## config.mk

```make
export PLATFORM = sky130hd
export DESIGN_NAME = range_alarm_regs
export DESIGN_NICKNAME = d
export VERILOG_FILES = /design/src/logic/range_alarm_regs.v /design/src/logic/range_decode.v /design/src/logic/sticky_flag.v
export VERILOG_INCLUDE_DIRS = /design/src /design/src/include
export SDC_FILE = /design/constraint.sdc
export NUM_CORES = 1
export LEC_CHECK = 0
export BUFFER_PORTS_ARGS = -buffer_cell sky130_fd_sc_hd__buf_2
export CORE_MARGIN = 2
export CORE_UTILIZATION = 24
export DETAILED_ROUTE_END_ITERATION = 12
export PLACE_DENSITY = 0.56
export RECOVER_POWER = 100
export SYNTH_ARGS = -nofsm -noshare
export SYNTH_HDL_FRONTEND = slang
export SYNTH_SLANG_ARGS = --single-unit
```

## constraint.sdc

```tcl
create_clock -name clk -period 1 [get_ports clk]
set_input_delay 0.2 -clock clk [delete_from_list [all_inputs] [get_ports clk]]
set_output_delay 0.2 -clock clk [all_outputs]
set_load 0.02 [all_outputs]
```

## src/include/range_alarm_regs.vh

```
// register offsets, field positions and reset values of the range and alarm registers
`ifndef RANGE_ALARM_REGS_VH
`define RANGE_ALARM_REGS_VH
`define RNG_CFG_ADDR 8'h14
`define ALM_STAT_ADDR 8'h20
`define IRQ_MASK_ADDR 8'h30
`define IRQ_STAT_ADDR 8'h34
`define RNG_SEL_LSB 0
`define RNG_SEL_MSB 3
`define REF_OFF_BIT 6
`define RNG_SEL_RESET 4'h0
`define REF_OFF_RESET 1'b0
`define ALM_SUP_LOW_ACT_BIT 15
`define ALM_SUP_HIGH_ACT_BIT 14
`define ALM_IN_LOW_ACT_BIT 11
`define ALM_IN_HIGH_ACT_BIT 10
`define ALM_SUP_LOW_LAT_BIT 7
`define ALM_SUP_HIGH_LAT_BIT 6
`define ALM_IN_LOW_LAT_BIT 5
`define ALM_IN_HIGH_LAT_BIT 4
`define ALM_ANY_BIT 0
`define IRQ_MASK_RESET 4'h0
`endif

```

## src/logic/range_alarm_regs.v

```verilog
// range configuration and alarm status register bank
// Functional notes
// - range register at byte addresses 14h..17h, low byte first
// - range register reserved bits read zero
// - bit 6 disables internal reference, resets to 0
// - bits 3-0 select one of nine ranges
// - range selector resets only on power-on reset; others on both resets
// - alarm status at 20h..23h, all read only
// - alarm status reserved bits read zero
// - bits 15/14 show active low/high supply alarms
// - bits 11/10 show active input low/high alarms (name order taken)
// - bits 7/6 latch tripped low/high supply alarms
// - bits 5/4 latch tripped input low/high alarms
// - bit 0 is OR of the four tripped flags
`timescale 1ns/1ns
`default_nettype none
`include "range_alarm_regs.vh"
module range_alarm_regs (
    input wire clk,
    input wire rst,
    input wire app_rst,
    input wire [7:0] addr,
    input wire [31:0] wdata,
    input wire wr,
    input wire rd,
    output reg [31:0] rdata_q,
    input wire supply_low_alarm,
    input wire supply_high_alarm,
    input wire input_low_alarm,
    input wire input_high_alarm,
    output wire [3:0] range_select,
    output wire internal_reference_off,
    output wire range_legal,
    output wire range_unipolar,
    output wire irq
);
    reg [3:0] range_q;
    reg ref_off_q;
    reg [3:0] act_q;
    reg [3:0] mask_q;
    reg [3:0] irq_stat_q;
    wire [3:0] lat;
    wire [3:0] act_ev;
    wire alarm_rd;
    wire irq_rd;
    wire wr_range;
    wire [31:0] range_word;
    wire [31:0] alarm_word;

    // a bus word hits a register when the aligned base matches
    function hit;
        input [7:0] a;
        input [7:0] base;
        begin
            hit = (a[7:2] == base[7:2]);
        end
    endfunction

    assign wr_range = wr && hit(addr, `RNG_CFG_ADDR);
    assign alarm_rd = rd && hit(addr, `ALM_STAT_ADDR);
    assign irq_rd = rd && hit(addr, `IRQ_STAT_ADDR);

    // range selector: power-on reset only, so app_rst leaves it
    always @(posedge clk or posedge rst) begin
        if (rst) begin
            range_q <= `RNG_SEL_RESET;
        end else if (wr_range) begin
            range_q <= wdata[`RNG_SEL_MSB:`RNG_SEL_LSB];
        end
    end

    // reference disable returns to reset value on either reset
    always @(posedge clk or posedge rst) begin
        if (rst) begin
            ref_off_q <= `REF_OFF_RESET;
        end else if (app_rst) begin
            ref_off_q <= `REF_OFF_RESET;
        end else if (wr_range) begin
            ref_off_q <= wdata[`REF_OFF_BIT];
        end
    end

    // active flags track comparator levels, registered once
    always @(posedge clk or posedge rst) begin
        if (rst) begin
            act_q <= 4'h0;
        end else begin
            act_q <= {supply_low_alarm, supply_high_alarm, input_low_alarm, input_high_alarm};
        end
    end

    // order: supply low, supply high, input low, input high
    assign act_ev = {supply_low_alarm, supply_high_alarm, input_low_alarm, input_high_alarm};

    // tripped flags; application reset also clears them
    genvar i;
    generate
        for (i = 0; i < 4; i = i + 1) begin : g_lat
            sticky_flag u_flag (
                .clk(clk),
                .rst(rst),
                .set(act_ev[i]),
                .clr(alarm_rd | app_rst),
                .flag_q(lat[i])
            );
        end
    endgenerate

    // interrupt status sets on new trips, clears on its own read
    always @(posedge clk or posedge rst) begin
        if (rst) begin
            irq_stat_q <= 4'h0;
        end else begin
            irq_stat_q <= (irq_stat_q & {4{~(irq_rd | app_rst)}}) | (act_ev & ~act_q);
        end
    end

    // mask register enables interrupt sources
    always @(posedge clk or posedge rst) begin
        if (rst) begin
            mask_q <= `IRQ_MASK_RESET;
        end else if (app_rst) begin
            mask_q <= `IRQ_MASK_RESET;
        end else if (wr && hit(addr, `IRQ_MASK_ADDR)) begin
            mask_q <= wdata[3:0];
        end
    end

    assign irq = |(irq_stat_q & mask_q);

    // reserved bits tied zero in both words
    assign range_word = {25'h0000000, ref_off_q, 2'h0, range_q};
    assign alarm_word = {16'h0000, act_q[3], act_q[2], 2'h0, act_q[1], act_q[0], 2'h0,
                         lat[3], lat[2], lat[1], lat[0], 3'h0, |lat};

    // read data one cycle after strobe; unmapped reads give zero
    always @(posedge clk or posedge rst) begin
        if (rst) begin
            rdata_q <= 32'h00000000;
        end else if (rd) begin
            if (hit(addr, `RNG_CFG_ADDR)) begin
                rdata_q <= range_word;
            end else if (hit(addr, `ALM_STAT_ADDR)) begin
                rdata_q <= alarm_word;
            end else if (hit(addr, `IRQ_MASK_ADDR)) begin
                rdata_q <= {28'h0000000, mask_q};
            end else if (hit(addr, `IRQ_STAT_ADDR)) begin
                rdata_q <= {28'h0000000, irq_stat_q};
            end else begin
                rdata_q <= 32'h00000000;
            end
        end else begin
            rdata_q <= 32'h00000000;
        end
    end

    assign range_select = range_q;
    assign internal_reference_off = ref_off_q;

    range_decode u_dec (
        .code(range_q),
        .legal(range_legal),
        .unipolar(range_unipolar)
    );
endmodule // range_alarm_regs
`default_nettype wire

```

## src/logic/range_decode.v

```verilog
// decodes the range code into polarity and legality
`timescale 1ns/1ns
`default_nettype none
module range_decode (
    input wire [3:0] code,
    output wire legal,
    output wire unipolar
);
    // bipolar 0..4, unipolar 8..11
    assign legal = (code <= 4'h4) || (code >= 4'h8 && code <= 4'hB);
    assign unipolar = code[3];
endmodule // range_decode
`default_nettype wire

```

## src/logic/sticky_flag.v

```verilog
// one latched alarm flag, set wins over read clear
`timescale 1ns/1ns
`default_nettype none
module sticky_flag (
    input wire clk,
    input wire rst,
    input wire set,
    input wire clr,
    output reg flag_q
);
    // an event in the clearing cycle is kept
    always @(posedge clk or posedge rst) begin
        if (rst) begin
            flag_q <= 1'b0;
        end else if (set) begin
            flag_q <= 1'b1;
        end else if (clr) begin
            flag_q <= 1'b0;
        end
    end
endmodule // sticky_flag
`default_nettype wire
```

==> run_results.csv, run 1 <==
group,metric,value,unit
status,status,"finished, violations left",
status,violations,"setup timing",
setup_path,critPathMaxFanout,2,
clock_network,cts_root_buf,"clkbuf_8",
floorplanning,pin_count,89,
grt,grt_pass1_vias,1196,
floorplanning,fp-row-count,29,
sta,fin_ws,-0.318,ns
sta,skew,0.00245,ns
grt,antenna_found_initial,0,
synth,syn_inst,135,
synth,yosys.area.top_type,"dfrtp_1",
route,drt-total-wl,3940,µm
clock_network,clk_pin_slew_worst_paths,0.07,ns
route,vias,1209,
placement,port_buffers,39,
final_layout,syn2layout_area_growth,50.5,%
synth,syn-mean-instance-area,11.9,µm²
setup_path,crit_type,"flop to primary output",
clock_network,insertion_delay,0.28,ns
synth,synth_top_area_share,51.2,%
sta,clock.fmax,0.759,GHz
synth,netlist-cell-type-count,38,
setup_path,cp_data_arrival_time,1.12,ns
job,maxCapViolations,0,
floorplanning,initial_core_util,25.1,%
final_layout,final_common_cell,"dfrtp_1",
sta,fin_setup_tns,-2.40,ns
setup_path,start_kind,"flop",
floorplanning,dieArea,7390,µm²
sta,rsz0062_at_grt,"yes",
grt,gr-usage-all-layers,11.0,%
floorplanning,core,6420,µm²
synth,yosysWarnings,0,
floorplanning,die_height,85.9,µm
synth,synth_area,1610,µm²
placement,place_congestion,0.767,
floorplanning,die_x,85.9,µm
final_layout,layout-drive-gt1-share,52.1,%
grt,use_met1,14.0,%
sta,hold_viol,0,
synth,synth_area_leaders,"dfrtp_1 51%, buf_4 10%, nand2b_1 3.9%, mux2_4 3.7%, mux2i_1 3.1%",
clock_network,clockBufferDepth,2,
min_path,holdCritPathClass,"input port to flop",
power,p_leak,1.17,nW
final_layout,fin_nets,262,
route,firstDrtPassIters,2,
grt,met2_usage,16.6,%
setup_path,cp-end-kind,"primary output",
grt,grt_pass1_wl,6100,µm
grt,grt_max_degree,34,
final_layout,fillers,631,
sta,min_period,1.32,ns
sta,slew_viol_final,0,
route,drc,0,
clock_network,cts_tree,"built",
route,wire_per_inst,13.6,µm
placement,dp_hpwl,2830,µm
setup_path,worstPathRequired,0.80,ns
grt,overflow,0,
sta,fin_crit_sh,132,%
power,p_per_area,1350,nW/µm²
grt,grt_busiest_layer,"met2",
clock_network,clock-sinks,33,
synth,synth-seq-cells,33,
final_layout,n_antenna_cell,0,
sta,setup_viol,27,
route,postRouteAntennaNets,0,
grt,grt_use_met3,3.18,%
route,post_drt_via_cell_ratio,4.17,
placement,dpl_worst_slack,-0.586,ns
route,drt-initial-drc-count,58,
final_layout,layout_common_cells,"32 x dfrtp_1, 30 x buf_4, 26 x buf_6, 20 x conb_1, 13 x buf_2",
clock_network,cts_max_level,2,
power,vdd_drop_max,0.416,mV
clock_network,cts_made_buffers,5,
synth,seq_area_frac_synth,51.2,%
==> logic make-up (layout without fill, tap and decap cells) <==
kind of cell    Yosys count  count (layout)  share of synthesized area [%]
simple gates             37              37                           16.5
flops                    33              33                           51.2
buf+inv                  32              91                           13.6
compound gates           21              21                           10.2
mux                      11              11                           8.23
other cells               1              20                          0.233
==> where the power goes <==
group          total (mW)  internal [mW]  switching (mW)
Clock                1.21          0.724           0.482
Combinational       0.639          0.319           0.320
Sequential           1.44           1.39          0.0457
==> final timing paths <==
kind	depth (start not counted)	slack, ns	to	startpoint
max	2	-0.32	range_legal	range_select[0]$_DFFE_PP0P_
min	1	0.07	act_q[0]$_DFF_PP0_	input_high_alarm
max reg2reg	5	-0.16	rdata_q[1]$_DFF_PP0_	irq_stat_q[1]$_DFF_PP0_
min reg2reg	2	0.54	rdata_q[10]$_DFF_PP0_	act_q[0]$_DFF_PP0_
max in group asynchronous	4	0.10	internal_reference_off$_DFFE_PP0P_	rst
min in group asynchronous	4	0.57	rdata_q[10]$_DFF_PP0_	rst
==> per-layer routing <==
layer / part of all wire (%) / vias to the layer above
met5: 0 / -
met4: 2.7 / 0
met3: 5.5 / 7
met2: 47 / 47
met1: 45 / 571
li1: - / 584
==> sequential cells by signal (all words and copies together), names as in the netlist <==
name and flops:
irq_stat_q 4, g_lat.u_flag.flag_q 4, rdata_q 12, act_q 4, internal_reference_off 1, range_select 4
mask_q 4
==> critical path, stage by stage, from the launching register on <==
cell,delay [ns]
dfrtp_1,0.40
o31ai_2,0.26
buf_4,0.18
==> what timing repair did <==
item | 4_1_cts | 5_1_grt
pin swaps | 12 | 5
resized for setup | 47 | 20
buffers inserted | 6 | 3
setup endpoints to repair | 38 | 47
hold buffers | 1 | 0
hold endpoints to repair | 33 | 0
==> cell usage after synthesis <==
master and count:
and2b_1 1, inv_1 6, o221ai_1 1, nor2b_1 1, nor2_1 1, mux2_2 2, a32oi_1 1, and4b_1 1
nor4_1 1, nor3b_1 1, a21oi_1 4, buf_2 1, and3_2 3, nand2b_1 10, buf_4 22, nand4b_1 1
a21o_2 3, or3b_2 1, a22o_1 4, mux2_4 4, buf_6 2, nand2_1 6, clkbuf_1 1, a31oi_1 1
or4b_1 1, conb_1 1, a41oi_1 1, o31ai_1 1, a22oi_1 2, dfrtp_1 33, nand3b_1 2, nor3_1 4
mux2i_1 5, and3_1 1, o211a_1 1, a21o_1 1, nor4b_4 2, o2111a_1 1
==> area by class of cell <==
type	count	area, µm²	share of cell area, %
repair buffers	78	639	26.4
clock buffers	5	68.8	2.84
inverters	6	22.5	0.929
clock inverters	2	35.0	1.44
well taps	77	96.3	3.97
multi-input cells	89	736	30.3
flip-flops and latches	33	827	34.1
==> through the flow <==
step,hold slack [ns],area (µm²),util (%),power (mW),instances
finish,0.0660,2420,37.8,3.28,290
global placement,0.254,2040,31.8,1.98,273
detailed placement,0.256,2040,31.8,1.98,273
CTS,0.0523,2360,36.7,3.29,287
floorplan,0.231,1720,-,1.80,154
global route,0.0679,2420,37.8,3.42,290
No activity file was read; power rests on OpenSTA's default activity.
==> inputs of run 2 (changes only) <==
--- a/config.mk
+++ b/config.mk
@@ -10,7 +10,7 @@
 export CORE_MARGIN = 2
 export CORE_UTILIZATION = 24
 export DETAILED_ROUTE_END_ITERATION = 12
-export PLACE_DENSITY = 0.56
+export PLACE_DENSITY = 0.55
 export RECOVER_POWER = 100
 export SYNTH_ARGS = -nofsm -noshare
 export SYNTH_HDL_FRONTEND = slang
==> constraint.sdc (replaced) <==
create_clock -name clk -period 1.4 [get_ports clk]
set_input_delay 0.28 -clock clk [delete_from_list [all_inputs] [get_ports clk]]
set_output_delay 0.28 -clock clk [all_outputs]
set_load 0.02 [all_outputs]
==> run_results.csv, run 2 (same netlist as run 1, synthesis figures left out) <==
group,metric,value,unit
status,status,"finished, violations left",
status,violations,"setup timing",
floorplanning,core,6420,µm²
floorplanning,die_x,85.9,µm
route,postRouteAntennaNets,0,
clock_network,clock-sinks,33,
grt,grt_pass1_vias,1019,
setup_path,cp_data_arrival_time,1.13,ns
route,drt-initial-drc-count,26,
placement,port_buffers,39,
power,p_per_area,1120,nW/µm²
clock_network,insertion_delay,0.29,ns
min_path,whs_endpoint,"act_q[0]$_DFF_PP0_",
sta,min_period,1.41,ns
final_layout,final_common_cell,"dfrtp_1",
floorplanning,dieArea,7390,µm²
clock_network,clk_pin_slew_worst_paths,0.07,ns
min_path,holdCritPathClass,"input port to flop",
sta,skew,0.00724,ns
power,p_leak,0.965,nW
floorplanning,die_height,85.9,µm
sta,max_slew_margin,47.8,%
setup_path,worstPathRequired,1.12,ns
final_layout,layout_common_cells,"33 x dfrtp_1, 27 x clkbuf_1, 20 x conb_1, 17 x buf_4, 15 x buf_2",
clock_network,cts_tree,"built",
sta,worstMarginPinSlew,0.783,ns
clock_network,cts_max_level,2,
setup_path,worst_r2r_endpoint,"rdata_q[0]$_DFF_PP0_",
setup_path,critPathMaxFanout,2,
grt,overflow,0,
route,vias,1140,
setup_path,cp_top_family,"flip-flops",
job,maxCapViolations,0,
sta,hold_viol,0,
grt,grt_max_degree,34,
clock_network,cts_root_buf,"clkbuf_8",
route,wire_per_inst,12.9,µm
setup_path,reg2reg_from,"g_lat[0].u_flag.flag_q$_DFFE_PP0P_",
grt,gr-usage-all-layers,9.73,%
route,drt-total-wl,3540,µm
route,post_drt_via_cell_ratio,4.16,
sta,setup_viol,2,
setup_path,reg2reg_depth,3,
grt,grt_pass1_wl,5260,µm
placement,place_congestion,0.719,
power,power,2.25,mW
route,firstDrtPassIters,4,
clock_network,cts_made_buffers,5,
sta,fin_crit_sh,101,%
clock_network,hold_buffers,0,
setup_path,start_kind,"flop",
sta,slew_viol_final,0,
final_layout,fin_nets,245,
sta,rsz0062_at_grt,"yes",
final_layout,regMostFlops,"rdata_q",
setup_path,critPathBufInv,1,
setup_path,cpMaxStageDelayCell,"dfrtp_1",
sta,fin_ws,-0.00749,ns
floorplanning,fp-row-count,29,
floorplanning,initial_core_util,25.1,%
floorplanning,pin_count,89,
final_layout,largest_reg_flops,12,
final_layout,syn2layout_area_growth,24.4,%
sta,clock.fmax,0.710,GHz
setup_path,crit_type,"flop to primary output",
setup_path,crit_chain,"o31ai_1, buf_2",
clock_network,clockBufferDepth,2,
placement,dpl_worst_slack,-0.111,ns
placement,dp_hpwl,2600,µm
min_path,holdPathStages,1,
final_layout,n_antenna_cell,0,
grt,antenna_found_initial,0,
power,vdd_drop_max,0.366,mV
setup_path,rrSetupSlack,0.15,ns
setup_path,slowest_delay,0.39,ns
final_layout,layout-drive-gt1-share,27.9,%
setup_path,cp-end-kind,"primary output",
final_layout,fillers,672,
min_path,min_from,"input_high_alarm",
route,drc,0,
run 2: cell types whose count changed in the layout (fill, tap and decap cells not counted), sizes merged:
cell         before  now
clkbuf           12   35
dlygate4sd3       1    0
buf              70   33
clkinv            1    0
run 2: worst max path at each step:
stage                                      from                           to  slack [ns]  cells after the start
global placement                        addr[3]  range_select[2]$_DFFE_PP0P_       -0.11                      5
floorplan           range_select[3]$_DFFE_PP0P_                  range_legal        0.04                      1
global route              mask_q[3]$_DFFE_PP0P_                          irq       -0.07                      3
finish              range_select[3]$_DFFE_PP0P_                  range_legal      -0.007                      2
CTS                       mask_q[3]$_DFFE_PP0P_                          irq       -0.02                      3
detailed placement                      addr[3]      irq_stat_q[1]$_DFF_PP0_       -0.11                      5
run 2: final cells by class:
class	count	area (µm²)	area share, %
sequential	33	826	41.2
multi-input combinational	89	622	31.0
timing repair buffer	61	322	16.0
tap	77	96.3	4.81
clock buffer	7	86.3	4.31
clock inverter	1	30.0	1.50
inverter	6	22.5	1.12
run 2: timing repair:
item,CTS,global route
gates resized for setup,2,2
setup endpoints to repair,2,2
pin swaps,3,0
buffers inserted,5,1
run 2: power breakdown:
group          leakage, nW  total [mW]  internal [mW]  switching, mW
registers            0.429        1.03          0.995         0.0311
logic                0.478       0.311          0.116          0.195
clock network       0.0585       0.914          0.580          0.334
total                0.965        2.25           1.69          0.560
run 2: stage by stage:
step	util, %	setup TNS (ns)	hold slack [ns]	instance area [µm²]	cells
2_1_floorplan	-	0	0.311	1680	154
5_1_grt	31.2	-0.121	0.148	2000	274
6_report	31.2	-0.00753	0.150	2000	274
3_5_place_dp	29.6	-1.30	0.382	1900	260
4_1_cts	32.0	-0.0406	0.0751	2060	273
3_3_place_gp	29.6	-1.13	0.395	1900	260
run 2: routing by layer:
metal | global-route usage, % | wire length, µm
met2 | 14.5 | 1580
met5 | 0 | 0
met4 | 5.63 | 86
met3 | 3.37 | 308
met1 | 12.2 | 1570
